## src/core/iox_defs.vh

```
// register map, reset values and bus constants of the i2c io expander
`ifndef IOX_DEFS_VH
`define IOX_DEFS_VH

`define IOX_REG_IN_LOW    3'h0
`define IOX_REG_IN_HIGH   3'h1
`define IOX_REG_OUT_LOW   3'h2
`define IOX_REG_OUT_HIGH  3'h3
`define IOX_REG_INV_LOW   3'h4
`define IOX_REG_INV_HIGH  3'h5
`define IOX_REG_DIR_LOW   3'h6
`define IOX_REG_DIR_HIGH  3'h7

`define IOX_OUT_RESET     8'hff
`define IOX_INV_RESET     8'h00
`define IOX_DIR_RESET     8'hff
`define IOX_CMD_RESET     3'h0
`define IOX_INIT_CYCLES   2'h3

`define IOX_ADDR_FIXED    4'h4
`define IOX_ADDR_FIXED_W  4
`define IOX_BITS_PER_BYTE 4'h8

`endif

```

## src/core/iox_expander.v

```verilog
// i2c slave sixteen bit io expander with per port change interrupt
//
// Overview of operation
// - answer slave address 0100 plus three select pins, 32 to 39.
// - address lsb one means read, zero means write.
// - first written byte after address is command; low three bits pick register.
// - command only taken in writes; reads keep using the selected register.
// - input registers return live pin levels; writes to them ignored.
// - output latches reset to ones; reads return latch, not pin.
// - output latch drives pin only when pin is an output.
// - inversion bit one inverts reported input; inversion registers reset zero.
// - direction one is input, zero drives; direction resets to all ones.
// - reset loads all defaults and idles the bus state machine.
// - edge on input pin raises active low interrupt; outputs never do.
// - interrupt clears on pin return, read of its port, or stop.
// - read clear takes effect at the acknowledge bit after scl falls.
// - interrupt sources tracked per port; reads clear only own port.
// - other slaves' traffic leaves interrupt alone; each new change re-raises.
// - switching output to input may raise a spurious interrupt.
// - write data alternates between the two registers of the pair.
// - repeated start stores the register being accessed as command.
// - read bytes alternate between the pair for as long as acknowledged.
// - pin levels captured for readout at rising edge of acknowledge clock.
// - general call address is never acknowledged.
// - acknowledge matching address and every received byte by pulling sda low.
`timescale 1ns/10ps
`include "iox_defs.vh"

module iox_expander #(
    parameter PORT_W = 8
) (
    input wire clk_i,
    input wire reset_n_i,
    input wire scl_i,
    input wire sda_i,
    output wire sda_o,
    output wire sda_oe_o,
    input wire addr_sel_bit_zero_i,
    input wire addr_sel_bit_one_i,
    input wire addr_sel_bit_two_i,
    input wire [PORT_W-1:0] low_port_pins_i,
    output wire [PORT_W-1:0] low_port_pins_o,
    output wire [PORT_W-1:0] low_port_pins_oe_o,
    input wire [PORT_W-1:0] high_port_pins_i,
    output wire [PORT_W-1:0] high_port_pins_o,
    output wire [PORT_W-1:0] high_port_pins_oe_o,
    output wire int_n_o,
    output wire int_n_oe_o
);

    localparam ST_IDLE = 3'd0;
    localparam ST_ADDR = 3'd1;
    localparam ST_AACK = 3'd2;
    localparam ST_CMD = 3'd3;
    localparam ST_WACK = 3'd4;
    localparam ST_WDATA = 3'd5;
    localparam ST_RDATA = 3'd6;
    localparam ST_RACK = 3'd7;
    localparam SYNC_W = 2 + 3 + 2 * PORT_W;

    // two flip-flop synchroniser for every pin input
    reg [SYNC_W-1:0] sync1_q;
    reg [SYNC_W-1:0] sync2_q;
    wire [SYNC_W-1:0] raw_in;
    assign raw_in = {scl_i, sda_i, addr_sel_bit_two_i, addr_sel_bit_one_i,
                     addr_sel_bit_zero_i, high_port_pins_i, low_port_pins_i};

    always @(posedge clk_i or negedge reset_n_i) begin
        if (!reset_n_i) begin
            sync1_q <= {SYNC_W{1'b1}};
            sync2_q <= {SYNC_W{1'b1}};
        end else begin
            sync1_q <= raw_in;
            sync2_q <= sync1_q;
        end
    end

    wire scl_s;
    wire sda_s;
    wire [2:0] asel_s;
    wire [PORT_W-1:0] pin_lo_s;
    wire [PORT_W-1:0] pin_hi_s;
    assign scl_s = sync2_q[SYNC_W-1];
    assign sda_s = sync2_q[SYNC_W-2];
    assign asel_s = sync2_q[2*PORT_W+2:2*PORT_W];
    assign pin_hi_s = sync2_q[2*PORT_W-1:PORT_W];
    assign pin_lo_s = sync2_q[PORT_W-1:0];

    reg scl_d_q;
    reg sda_d_q;
    always @(posedge clk_i or negedge reset_n_i) begin
        if (!reset_n_i) begin
            scl_d_q <= 1'b1;
            sda_d_q <= 1'b1;
        end else begin
            scl_d_q <= scl_s;
            sda_d_q <= sda_s;
        end
    end

    wire scl_rise;
    wire scl_fall;
    wire start_ev;
    wire stop_ev;
    assign scl_rise = scl_s & ~scl_d_q;
    assign scl_fall = ~scl_s & scl_d_q;
    assign start_ev = scl_s & scl_d_q & sda_d_q & ~sda_s;
    assign stop_ev = scl_s & scl_d_q & ~sda_d_q & sda_s;

    // register file
    reg [PORT_W-1:0] out_lo_q;
    reg [PORT_W-1:0] out_hi_q;
    reg [PORT_W-1:0] inv_lo_q;
    reg [PORT_W-1:0] inv_hi_q;
    reg [PORT_W-1:0] dir_lo_q;
    reg [PORT_W-1:0] dir_hi_q;
    reg [2:0] cmd_q;
    reg [2:0] ptr_q;

    // bus engine state
    reg [2:0] state_q;
    reg [3:0] cnt_q;
    reg [7:0] sh_q;
    reg [7:0] tx_q;
    reg rw_q;
    reg sel_q;
    reg mack_q;
    reg sda_oe_q;

    // interrupt reference levels per port
    reg [PORT_W-1:0] ref_lo_q;
    reg [PORT_W-1:0] ref_hi_q;
    reg [1:0] init_cnt_q;
    reg irq_q;
    wire init_done;
    assign init_done = (init_cnt_q == `IOX_INIT_CYCLES);

    // input registers read live pins through inversion
    function [7:0] rd_reg;
        input [2:0] idx;
        begin
            rd_reg = 8'h00;
            if (idx == `IOX_REG_IN_LOW) begin
                rd_reg = pin_lo_s ^ inv_lo_q;
            end else if (idx == `IOX_REG_IN_HIGH) begin
                rd_reg = pin_hi_s ^ inv_hi_q;
            end else if (idx == `IOX_REG_OUT_LOW) begin
                rd_reg = out_lo_q;
            end else if (idx == `IOX_REG_OUT_HIGH) begin
                rd_reg = out_hi_q;
            end else if (idx == `IOX_REG_INV_LOW) begin
                rd_reg = inv_lo_q;
            end else if (idx == `IOX_REG_INV_HIGH) begin
                rd_reg = inv_hi_q;
            end else if (idx == `IOX_REG_DIR_LOW) begin
                rd_reg = dir_lo_q;
            end else begin
                rd_reg = dir_hi_q;
            end
        end
    endfunction

    wire [6:0] own_addr;
    assign own_addr = {`IOX_ADDR_FIXED, asel_s};
    wire byte_full;
    assign byte_full = (cnt_q == `IOX_BITS_PER_BYTE);
    wire [2:0] ptr_alt;
    assign ptr_alt = {ptr_q[2:1], ~ptr_q[0]};

    // bus state machine and register writes
    always @(posedge clk_i or negedge reset_n_i) begin
        if (!reset_n_i) begin
            state_q <= ST_IDLE;
            cnt_q <= 4'h0;
            sh_q <= 8'h00;
            tx_q <= 8'hff;
            rw_q <= 1'b0;
            sel_q <= 1'b0;
            mack_q <= 1'b0;
            sda_oe_q <= 1'b0;
            cmd_q <= `IOX_CMD_RESET;
            ptr_q <= `IOX_CMD_RESET;
            out_lo_q <= `IOX_OUT_RESET;
            out_hi_q <= `IOX_OUT_RESET;
            inv_lo_q <= `IOX_INV_RESET;
            inv_hi_q <= `IOX_INV_RESET;
            dir_lo_q <= `IOX_DIR_RESET;
            dir_hi_q <= `IOX_DIR_RESET;
        end else if (stop_ev) begin
            state_q <= ST_IDLE;
            sel_q <= 1'b0;
            sda_oe_q <= 1'b0;
        end else if (start_ev) begin
            // repeated start remembers the register in use
            if (sel_q) begin
                cmd_q <= ptr_q;
            end
            state_q <= ST_ADDR;
            cnt_q <= 4'h0;
            sel_q <= 1'b0;
            sda_oe_q <= 1'b0;
        end else if (scl_rise) begin
            case (state_q)
                ST_ADDR, ST_CMD, ST_WDATA: begin
                    sh_q <= {sh_q[6:0], sda_s};
                    cnt_q <= cnt_q + 4'h1;
                end
                ST_RDATA: begin
                    cnt_q <= cnt_q + 4'h1;
                end
                ST_AACK: begin
                    // capture pins for first read byte
                    if (rw_q) begin
                        tx_q <= rd_reg(ptr_q);
                    end
                end
                ST_RACK: begin
                    // acknowledged read moves to the pair partner
                    mack_q <= ~sda_s;
                    if (!sda_s) begin
                        ptr_q <= ptr_alt;
                        tx_q <= rd_reg(ptr_alt);
                    end
                end
                default: begin
                    cnt_q <= 4'h0;
                end
            endcase
        end else if (scl_fall) begin
            case (state_q)
                ST_ADDR: begin
                    if (byte_full) begin
                        cnt_q <= 4'h0;
                        if (sh_q[7:1] == own_addr) begin
                            sda_oe_q <= 1'b1;
                            sel_q <= 1'b1;
                            rw_q <= sh_q[0];
                            state_q <= ST_AACK;
                            ptr_q <= cmd_q;
                        end else begin
                            state_q <= ST_IDLE;
                        end
                    end
                end
                ST_AACK: begin
                    if (rw_q) begin
                        sda_oe_q <= ~tx_q[7];
                        state_q <= ST_RDATA;
                    end else begin
                        sda_oe_q <= 1'b0;
                        state_q <= ST_CMD;
                    end
                end
                ST_CMD: begin
                    if (byte_full) begin
                        cmd_q <= sh_q[2:0];
                        ptr_q <= sh_q[2:0];
                        cnt_q <= 4'h0;
                        sda_oe_q <= 1'b1;
                        state_q <= ST_WACK;
                    end
                end
                ST_WACK: begin
                    sda_oe_q <= 1'b0;
                    state_q <= ST_WDATA;
                end
                ST_WDATA: begin
                    if (byte_full) begin
                        cnt_q <= 4'h0;
                        sda_oe_q <= 1'b1;
                        state_q <= ST_WACK;
                        // next byte goes to the pair partner
                        ptr_q <= ptr_alt;
                        if (ptr_q == `IOX_REG_OUT_LOW) begin
                            out_lo_q <= sh_q;
                        end else if (ptr_q == `IOX_REG_OUT_HIGH) begin
                            out_hi_q <= sh_q;
                        end else if (ptr_q == `IOX_REG_INV_LOW) begin
                            inv_lo_q <= sh_q;
                        end else if (ptr_q == `IOX_REG_INV_HIGH) begin
                            inv_hi_q <= sh_q;
                        end else if (ptr_q == `IOX_REG_DIR_LOW) begin
                            dir_lo_q <= sh_q;
                        end else if (ptr_q == `IOX_REG_DIR_HIGH) begin
                            dir_hi_q <= sh_q;
                        end
                    end
                end
                ST_RDATA: begin
                    if (byte_full) begin
                        cnt_q <= 4'h0;
                        sda_oe_q <= 1'b0;
                        state_q <= ST_RACK;
                    end else begin
                        tx_q <= {tx_q[6:0], 1'b1};
                        sda_oe_q <= ~tx_q[6];
                    end
                end
                ST_RACK: begin
                    if (mack_q) begin
                        sda_oe_q <= ~tx_q[7];
                        state_q <= ST_RDATA;
                    end else begin
                        state_q <= ST_IDLE;
                    end
                end
                default: begin
                    sda_oe_q <= 1'b0;
                end
            endcase
        end
    end

    // read of an input port at its acknowledge bit
    wire rd_clear;
    assign rd_clear = scl_fall & ~stop_ev & ~start_ev & (state_q == ST_RDATA) & byte_full;
    wire stop_clear;
    assign stop_clear = stop_ev & sel_q;

    always @(posedge clk_i or negedge reset_n_i) begin
        if (!reset_n_i) begin
            ref_lo_q <= {PORT_W{1'b0}};
            ref_hi_q <= {PORT_W{1'b0}};
            init_cnt_q <= 2'h0;
        end else begin
            // references follow the pins until the synchroniser holds real levels
            if (!init_done) begin
                init_cnt_q <= init_cnt_q + 2'h1;
            end
            // clear on stop or read at the acknowledge bit
            if (!init_done || stop_clear || (rd_clear && ptr_q == `IOX_REG_IN_LOW)) begin
                ref_lo_q <= pin_lo_s;
            end
            // only traffic to this device touches the references
            if (!init_done || stop_clear || (rd_clear && ptr_q == `IOX_REG_IN_HIGH)) begin
                ref_hi_q <= pin_hi_s;
            end
        end
    end

    // any input pin differing from its reference raises the line
    wire irq_d;
    assign irq_d = init_done & (|((pin_lo_s ^ ref_lo_q) & dir_lo_q) |
                             |((pin_hi_s ^ ref_hi_q) & dir_hi_q));

    always @(posedge clk_i or negedge reset_n_i) begin
        if (!reset_n_i) begin
            irq_q <= 1'b0;
        end else begin
            irq_q <= irq_d;
        end
    end

    assign int_n_o = 1'b0;
    assign int_n_oe_o = irq_q;
    assign sda_o = 1'b0;
    assign sda_oe_o = sda_oe_q;

    // latch drives pin only where direction is output
    assign low_port_pins_o = out_lo_q;
    assign high_port_pins_o = out_hi_q;
    assign low_port_pins_oe_o = ~dir_lo_q;
    assign high_port_pins_oe_o = ~dir_hi_q;

endmodule // iox_expander

```

## config.mk

```make
export PLATFORM = sky130hd
export DESIGN_NAME = iox_expander
export DESIGN_NICKNAME = d
export VERILOG_FILES = /design/src/core/iox_expander.v
export VERILOG_INCLUDE_DIRS = /design/src /design/src/core
export SDC_FILE = /design/constraint.sdc
export NUM_CORES = 1
export LEC_CHECK = 0
export BUFFER_PORTS_ARGS = -buffer_cell sky130_fd_sc_hd__buf_2
export CAP_MARGIN = 5
export CORE_UTILIZATION = 40
export DETAILED_ROUTE_END_ITERATION = 10
export MAX_ROUTING_LAYER = met4
export PLACE_DENSITY_LB_ADDON = 0.08
export SLEW_MARGIN = 20
export SYNTH_ARGS = -nofsm -noshare
export SYNTH_HDL_FRONTEND = slang
export SYNTH_SLANG_ARGS = --single-unit
```

## constraint.sdc

```tcl
create_clock -name clk_i -period 4.1 [get_ports clk_i]
set_input_delay 0.41 -clock clk_i [delete_from_list [all_inputs] [get_ports clk_i]]
set_output_delay 0.41 -clock clk_i [all_outputs]
set_load 0.02 [all_outputs]
```

-- Word level (Yosys, flattened, before mapping)
Index checks and enable logic that the tools add are counted.
- output and inout bits: 36
- word-level logic and storage cells: 224
- register bits after elaboration: 144
- equality and inequality tests: 45
- add/sub/neg operators: 2
- reduce and logical (&&, ||, !) cells: 46
- mux-type cells: 68
- bitwise logic cells: 38
- operator list (operator ; count):
    $mux 8 ; 20
    $mux 3 ; 19
    $eq 3x3->1 const B ; 11
    $xor 8x8->8 ; 4
    $reduce_bool 3->1 ; 7
    $mux 4 ; 5
    $reduce_and 10->1 ; 2
    $eq 3x2->1 const B ; 6
    $mux 1 ; 18
    $ne 3x3->1 const B ; 6
    $pmux 3 s6 ; 1
    $reduce_and 6->1 ; 3
    $reduce_and 9->1 ; 2
    $and 8x8->8 ; 2
    $ne 4x4->1 const B ; 4
    $not 1->1 ; 16
    $not 8->8 ; 2
    $pmux 8 s2 ; 1
    $reduce_and 8->1 ; 2
    $reduce_or 8->1 ; 2
    $reduce_and 7->1 ; 2
    $and 1x1->1 ; 13
    $reduce_and 12->1 ; 1
    $reduce_bool 2->1 ; 6
    other kinds (28) ; 44

-- Depth between registers and ports, before layout
- word-level depth: 12
- mapped depth: 9

-- Worst setup path after synthesis
OpenSTA, ideal clock, no wires.
- path type: flip-flop to flip-flop
- from: reg scl_d_q
- to: reg inv_hi_q[0]
- path buffers: 1
- arrival time: 2.168 ns
- stages on the path, launching flop included: 9
- slack: 1.807 ns
- setup time: 0.125 ns
- required time: 3.975 ns
- path through: dfstp_2 -> inv_1 -> ha_1 -> clkbuf_2 -> nand2b_1 -> nor2_1 -> nand3_1 -> nor3_2 -> mux2_2
- word-level cells in the longest chain between the ends: 5
- elaborated cells between the ends (all ways): 12
- classes of those cells: bitwise (11); reduce/logical (1)
- ends and longest elaborated chain (what ; line ; source):
    start: declaration ; iox_expander.v:89 ; reg scl_d_q;
    start signal: assignment ; iox_expander.v:96 ; scl_d_q <= scl_s;
    $and 1x1->1 ; iox_expander.v:107, iox_expander.v:108 ;
    $and 1x1->1, on equally long branches (2 in a row) ; iox_expander.v:108, iox_expander.v:107 ;
    $not 1->1 (no source line) ; -- ;
    $reduce_and 10->1 (no source line) * ; -- ;
    end signal: assignment ; iox_expander.v:186 ; inv_hi_q <= `IOX_INV_RESET;
    end signal: assignment ; iox_expander.v:281 ; inv_hi_q <= sh_q;
    end: declaration ; iox_expander.v:114 ; reg [PORT_W-1:0] inv_hi_q;
Mark *: on every way between the ends. The rest lies on a longest branch, timed or not.
A chain may end at the register's enable or synchronous reset.

-- Worst setup path in the final report
- from: reg scl_d_q
- to: reg inv_lo_q[4]
- word-level cells in the longest chain between the ends: 5
- elaborated cells between the ends (all ways): 12
- classes of those cells: bitwise (11); reduce/logical (1)
- ends and longest elaborated chain (what ; line ; source):
    $and 1x1->1 ; iox_expander.v:107, iox_expander.v:108 ;
    $and 1x1->1, on equally long branches (2 in a row) ; iox_expander.v:108, iox_expander.v:107 ;
    $not 1->1 (no source line) ; -- ;
    $reduce_and 9->1 (no source line) * ; -- ;
    end signal: assignment ; iox_expander.v:185 ; inv_lo_q <= `IOX_INV_RESET;
    end signal: assignment ; iox_expander.v:279 ; inv_lo_q <= sh_q;
    end: declaration ; iox_expander.v:113 ; reg [PORT_W-1:0] inv_lo_q;
Marked as above.

==> run_results.csv <==
group,metric,value,unit
floorplanning,core,18200,um^2
place,place.detailed.hpwl,14800,um
global_route,grt_overflow,0,
setup_path,slowest_delay,0.73,ns
power_and_ir_drop,ir_worst_vdd,0.319,mV
setup_path,crit_fanout,18,
final_layout,nFillCells,1700,
clock_network,cts_setup_buffers,0,
synth,yosysTopAreaCell,"dfstp_2",
run_status,violations,"design-rule violations, negative hold slack",
sta,hold_viol_final,2,
floorplanning,io-pin-count,59,
clock_network,numCtsBuffers,17,
global_route,grt_antenna_before_repair,0,
route,first_pass_iters,10,
run_status,status,"finished, violations left",
final_layout,fin_nets,754,
synth,yosysSeqAreaShare,49.4,%
floorplanning,row_count,49,
global_route,first_global_vias,5755,
setup_path,cp_slowest_cell,"nor3_2",
synth,syn_area,7510,um^2
global_route,track_usage,23.9,%
floorplanning,die_w,139,um
floorplanning,die_h,139,um
setup_path,critPathBufInv,1,
setup_path,start_kind,"flip-flop",
setup_path,worstPathRequired,4.41,ns
place,place_inst,934,
route,drt-initial-drc-count,416,
route,wl_per_cell,21.8,um
route,routed-via-count,5604,
clock_network,clockBufferDepth,2,
synth,yosys-top-cells-count,"84 x dfstp_2, 77 x mux2_2, 60 x dfrtp_1, 44 x nand2_1, 35 x inv_1",
clock_network,clk_pin_slew,0.07,ns
clock_network,cts_tree,"done",
clock_network,htreeDepth,4,
clock_network,root_buffer,"clkbuf_16",
final_layout,antennaDiodeCount,0,
place,port_buffers,56,
final_layout,fin_cells,966,
sta,relSlewSlack,28.7,%
setup_path,worstPathCellList,"inv_1, ha_1, nand2b_1, nor2_1, nand3_1, nor3_2, mux2_2",
sta,fin_tns_setup,0,ns
final_layout,drive_gt1_share,36.9,%
synth,synth_area_per_cell,11.0,um^2
setup_path,cp_data_arrival_time,3.38,ns
sta,rsz0062_at_grt,"no",
setup_path,critPathKind,"flip-flop to flip-flop",
setup_path,cp_top_family,"simple AND/OR/NAND/NOR gates",
route,route.detailed.drc,3,
route,drt-total-wl,21000,um
synth,yosys-top-cells-area,"dfstp_2 29%, dfrtp_1 20%, mux2_2 12%",
floorplanning,die_area,19300,um^2
synth,ys_types,77,
synth,synthArstFlopShare,100,%
sta,setup_viol,0,
setup_path,end_kind,"flip-flop",
final_layout,syn_to_final_growth,14.0,%
route,ant_nets,0,
clock_network,clk_latency,0.43,ns
sta,final_max_slew_viol_count,0,
sta,worst_pin_slew,1.07,ns
global_route,grt_max_degree,78,
power_and_ir_drop,total_leakage_power,3.48,nW
clock_network,cts_sinks,144,
place,gp_congestion,0.933,
route,vias_per_cell,5.80,
clock_network,cts_hold_buf,0,
synth,syn_inst,681,
sta,skew,0.00766,ns
clock_network,cts_resized,0,
synth,yosys_register_bits,144,
sta,max_freq,0.326,GHz
floorplanning,start_util,41.2,%
power_and_ir_drop,power_density,439,nW/um^2
global_route,grt_pass1_wl,33600,um
worst_hold_path,hp-class,"input port to async pin",
sta,fin_crit_sh,74.7,%
synth,synth.most_common_cell,"dfstp_2",
run,drv_cap,0,
synth,yosysWarnings,0,
sta,layout_min_cycle_time,3.06,ns
synth,ys.flop_type,"dfstp_2",
sta,fin_hold_ws,-0.00442,ns
synth,synth_top_area_share,29.4,%
synth,synth_edf_count,0,
## worst register-to-register path, cell delays in order, from the launching register on
cell and delay (ns):
dfstp_2 0.56, inv_1 0.05, ha_1 0.41, nand2b_1 0.31
nor2_1 0.27, nand3_1 0.19, nor3_2 0.73, mux2_2 0.42
## routing by layer
metal	vias up	wire [um]	global-route usage (%)
li1	2554	-	-
met1	2832	9370	30.2
met2	177	9900	36.9
met3	41	1040	5.59
met4	0	712	9.65
met5	-	0	-
## where the power goes
| group | internal (mW) | switching (mW) | total [mW] | leakage (nW) |
|---|---|---|---|---|
| Combinational | 0.194 | 0.267 | 0.461 | 1.53 |
| Clock | 0.924 | 0.690 | 1.61 | 0.297 |
| Sequential | 1.51 | 0.177 | 1.69 | 1.65 |
## cells in the final DEF, fill, tap and decap left out, drive strengths merged, types with 3 or more instances in the layout
cell type   n
nand4       3
a22o        5
o2bb2ai     3
mux2i      18
mux2       77
o22ai      10
nand2b      9
xnor2      33
and2        3
clkbuf     17
o21ai      31
nor2       33
ha          7
dfstp      84
a221oi      6
xor2        5
nand3      14
a32oi       6
o31ai       3
a31oi      13
a21oi      31
nand2      44
a22oi       6
and3        7
a41oi       3
o211ai      4
buf        63
o221ai      3
inv        44
nor3b       5
a211oi      7
a2111oi     4
o2111ai     3
clkinv      4
o32a        3
nor2b      13
nor3        6
dfrtp      60
## layout make-up
cell class / count / area, um^2 / share of cell area (%)
Multi-Input combinational cell: 462 / 3470 / 40.5
Clock inverter: 15 / 185 / 2.16
Sequential cell: 144 / 3710 / 43.3
Tap cell: 229 / 287 / 3.35
Timing Repair Buffer: 63 / 352 / 4.11
Inverter: 36 / 135 / 1.58
Clock buffer: 17 / 425 / 4.97
## stage by stage
stage                     total power, mW  worst slack (ns)  instance area (um^2)  util (%)
after floorplan                      1.98              1.81                  7510         -
after global placement               2.16              1.14                  7950      43.7
after detailed placement             2.17              1.09                  7950      43.7
after CTS                            3.81              1.06                  8560      47.0
after global routing                 3.93             0.856                  8560      47.0
final                                3.76              1.04                  8560      47.0
## path summary, 6_finish.rpt
check | from | endpoint | slack (ns) | cells after the start
max in group asynchronous | reset_n_i | dir_hi_q[6] | 3.22 | 2
hold reg to reg | sync1_q[3] | sync2_q[3] | 0.36 | 0
setup reg to reg | scl_d_q | inv_lo_q[4] | 1.04 | 7
hold / removal | reset_n_i | cnt_q[0] | -0.004 | 1
setup / recovery | scl_d_q | inv_lo_q[4] | 1.04 | 7
min in group clk_i | sda_i | sync1_q[19] | 0.07 | 1
## cell families (layout without fill, tap and decap cells)
kind of cell	Yosys count	count (layout)	synth area share, %
fa+ha+maj	7	7	1.17
xor+xnor	38	38	4.43
buf+inv	76	131	4.48
mux	96	96	14.2
simple gates	153	153	10.5
compound gates	166	166	15.7
other cells	1	2	0.0499
flops	144	144	49.4
## registers in the layout (all words and copies together) (netlist names), 2 cells and up
register          cells
dir_hi_q              8
high_port_pins_o      8
init_cnt_q            2
inv_hi_q              8
state_q               3
cmd_q                 3
ref_lo_q              8
inv_lo_q              8
ref_hi_q              8
ptr_q                 3
dir_lo_q              8
low_port_pins_o       8
sync2_q              21
sync1_q              21
cnt_q                 4
tx_q                  8
sh_q                  8
Note: power is estimated with default switching activity, not from simulation.
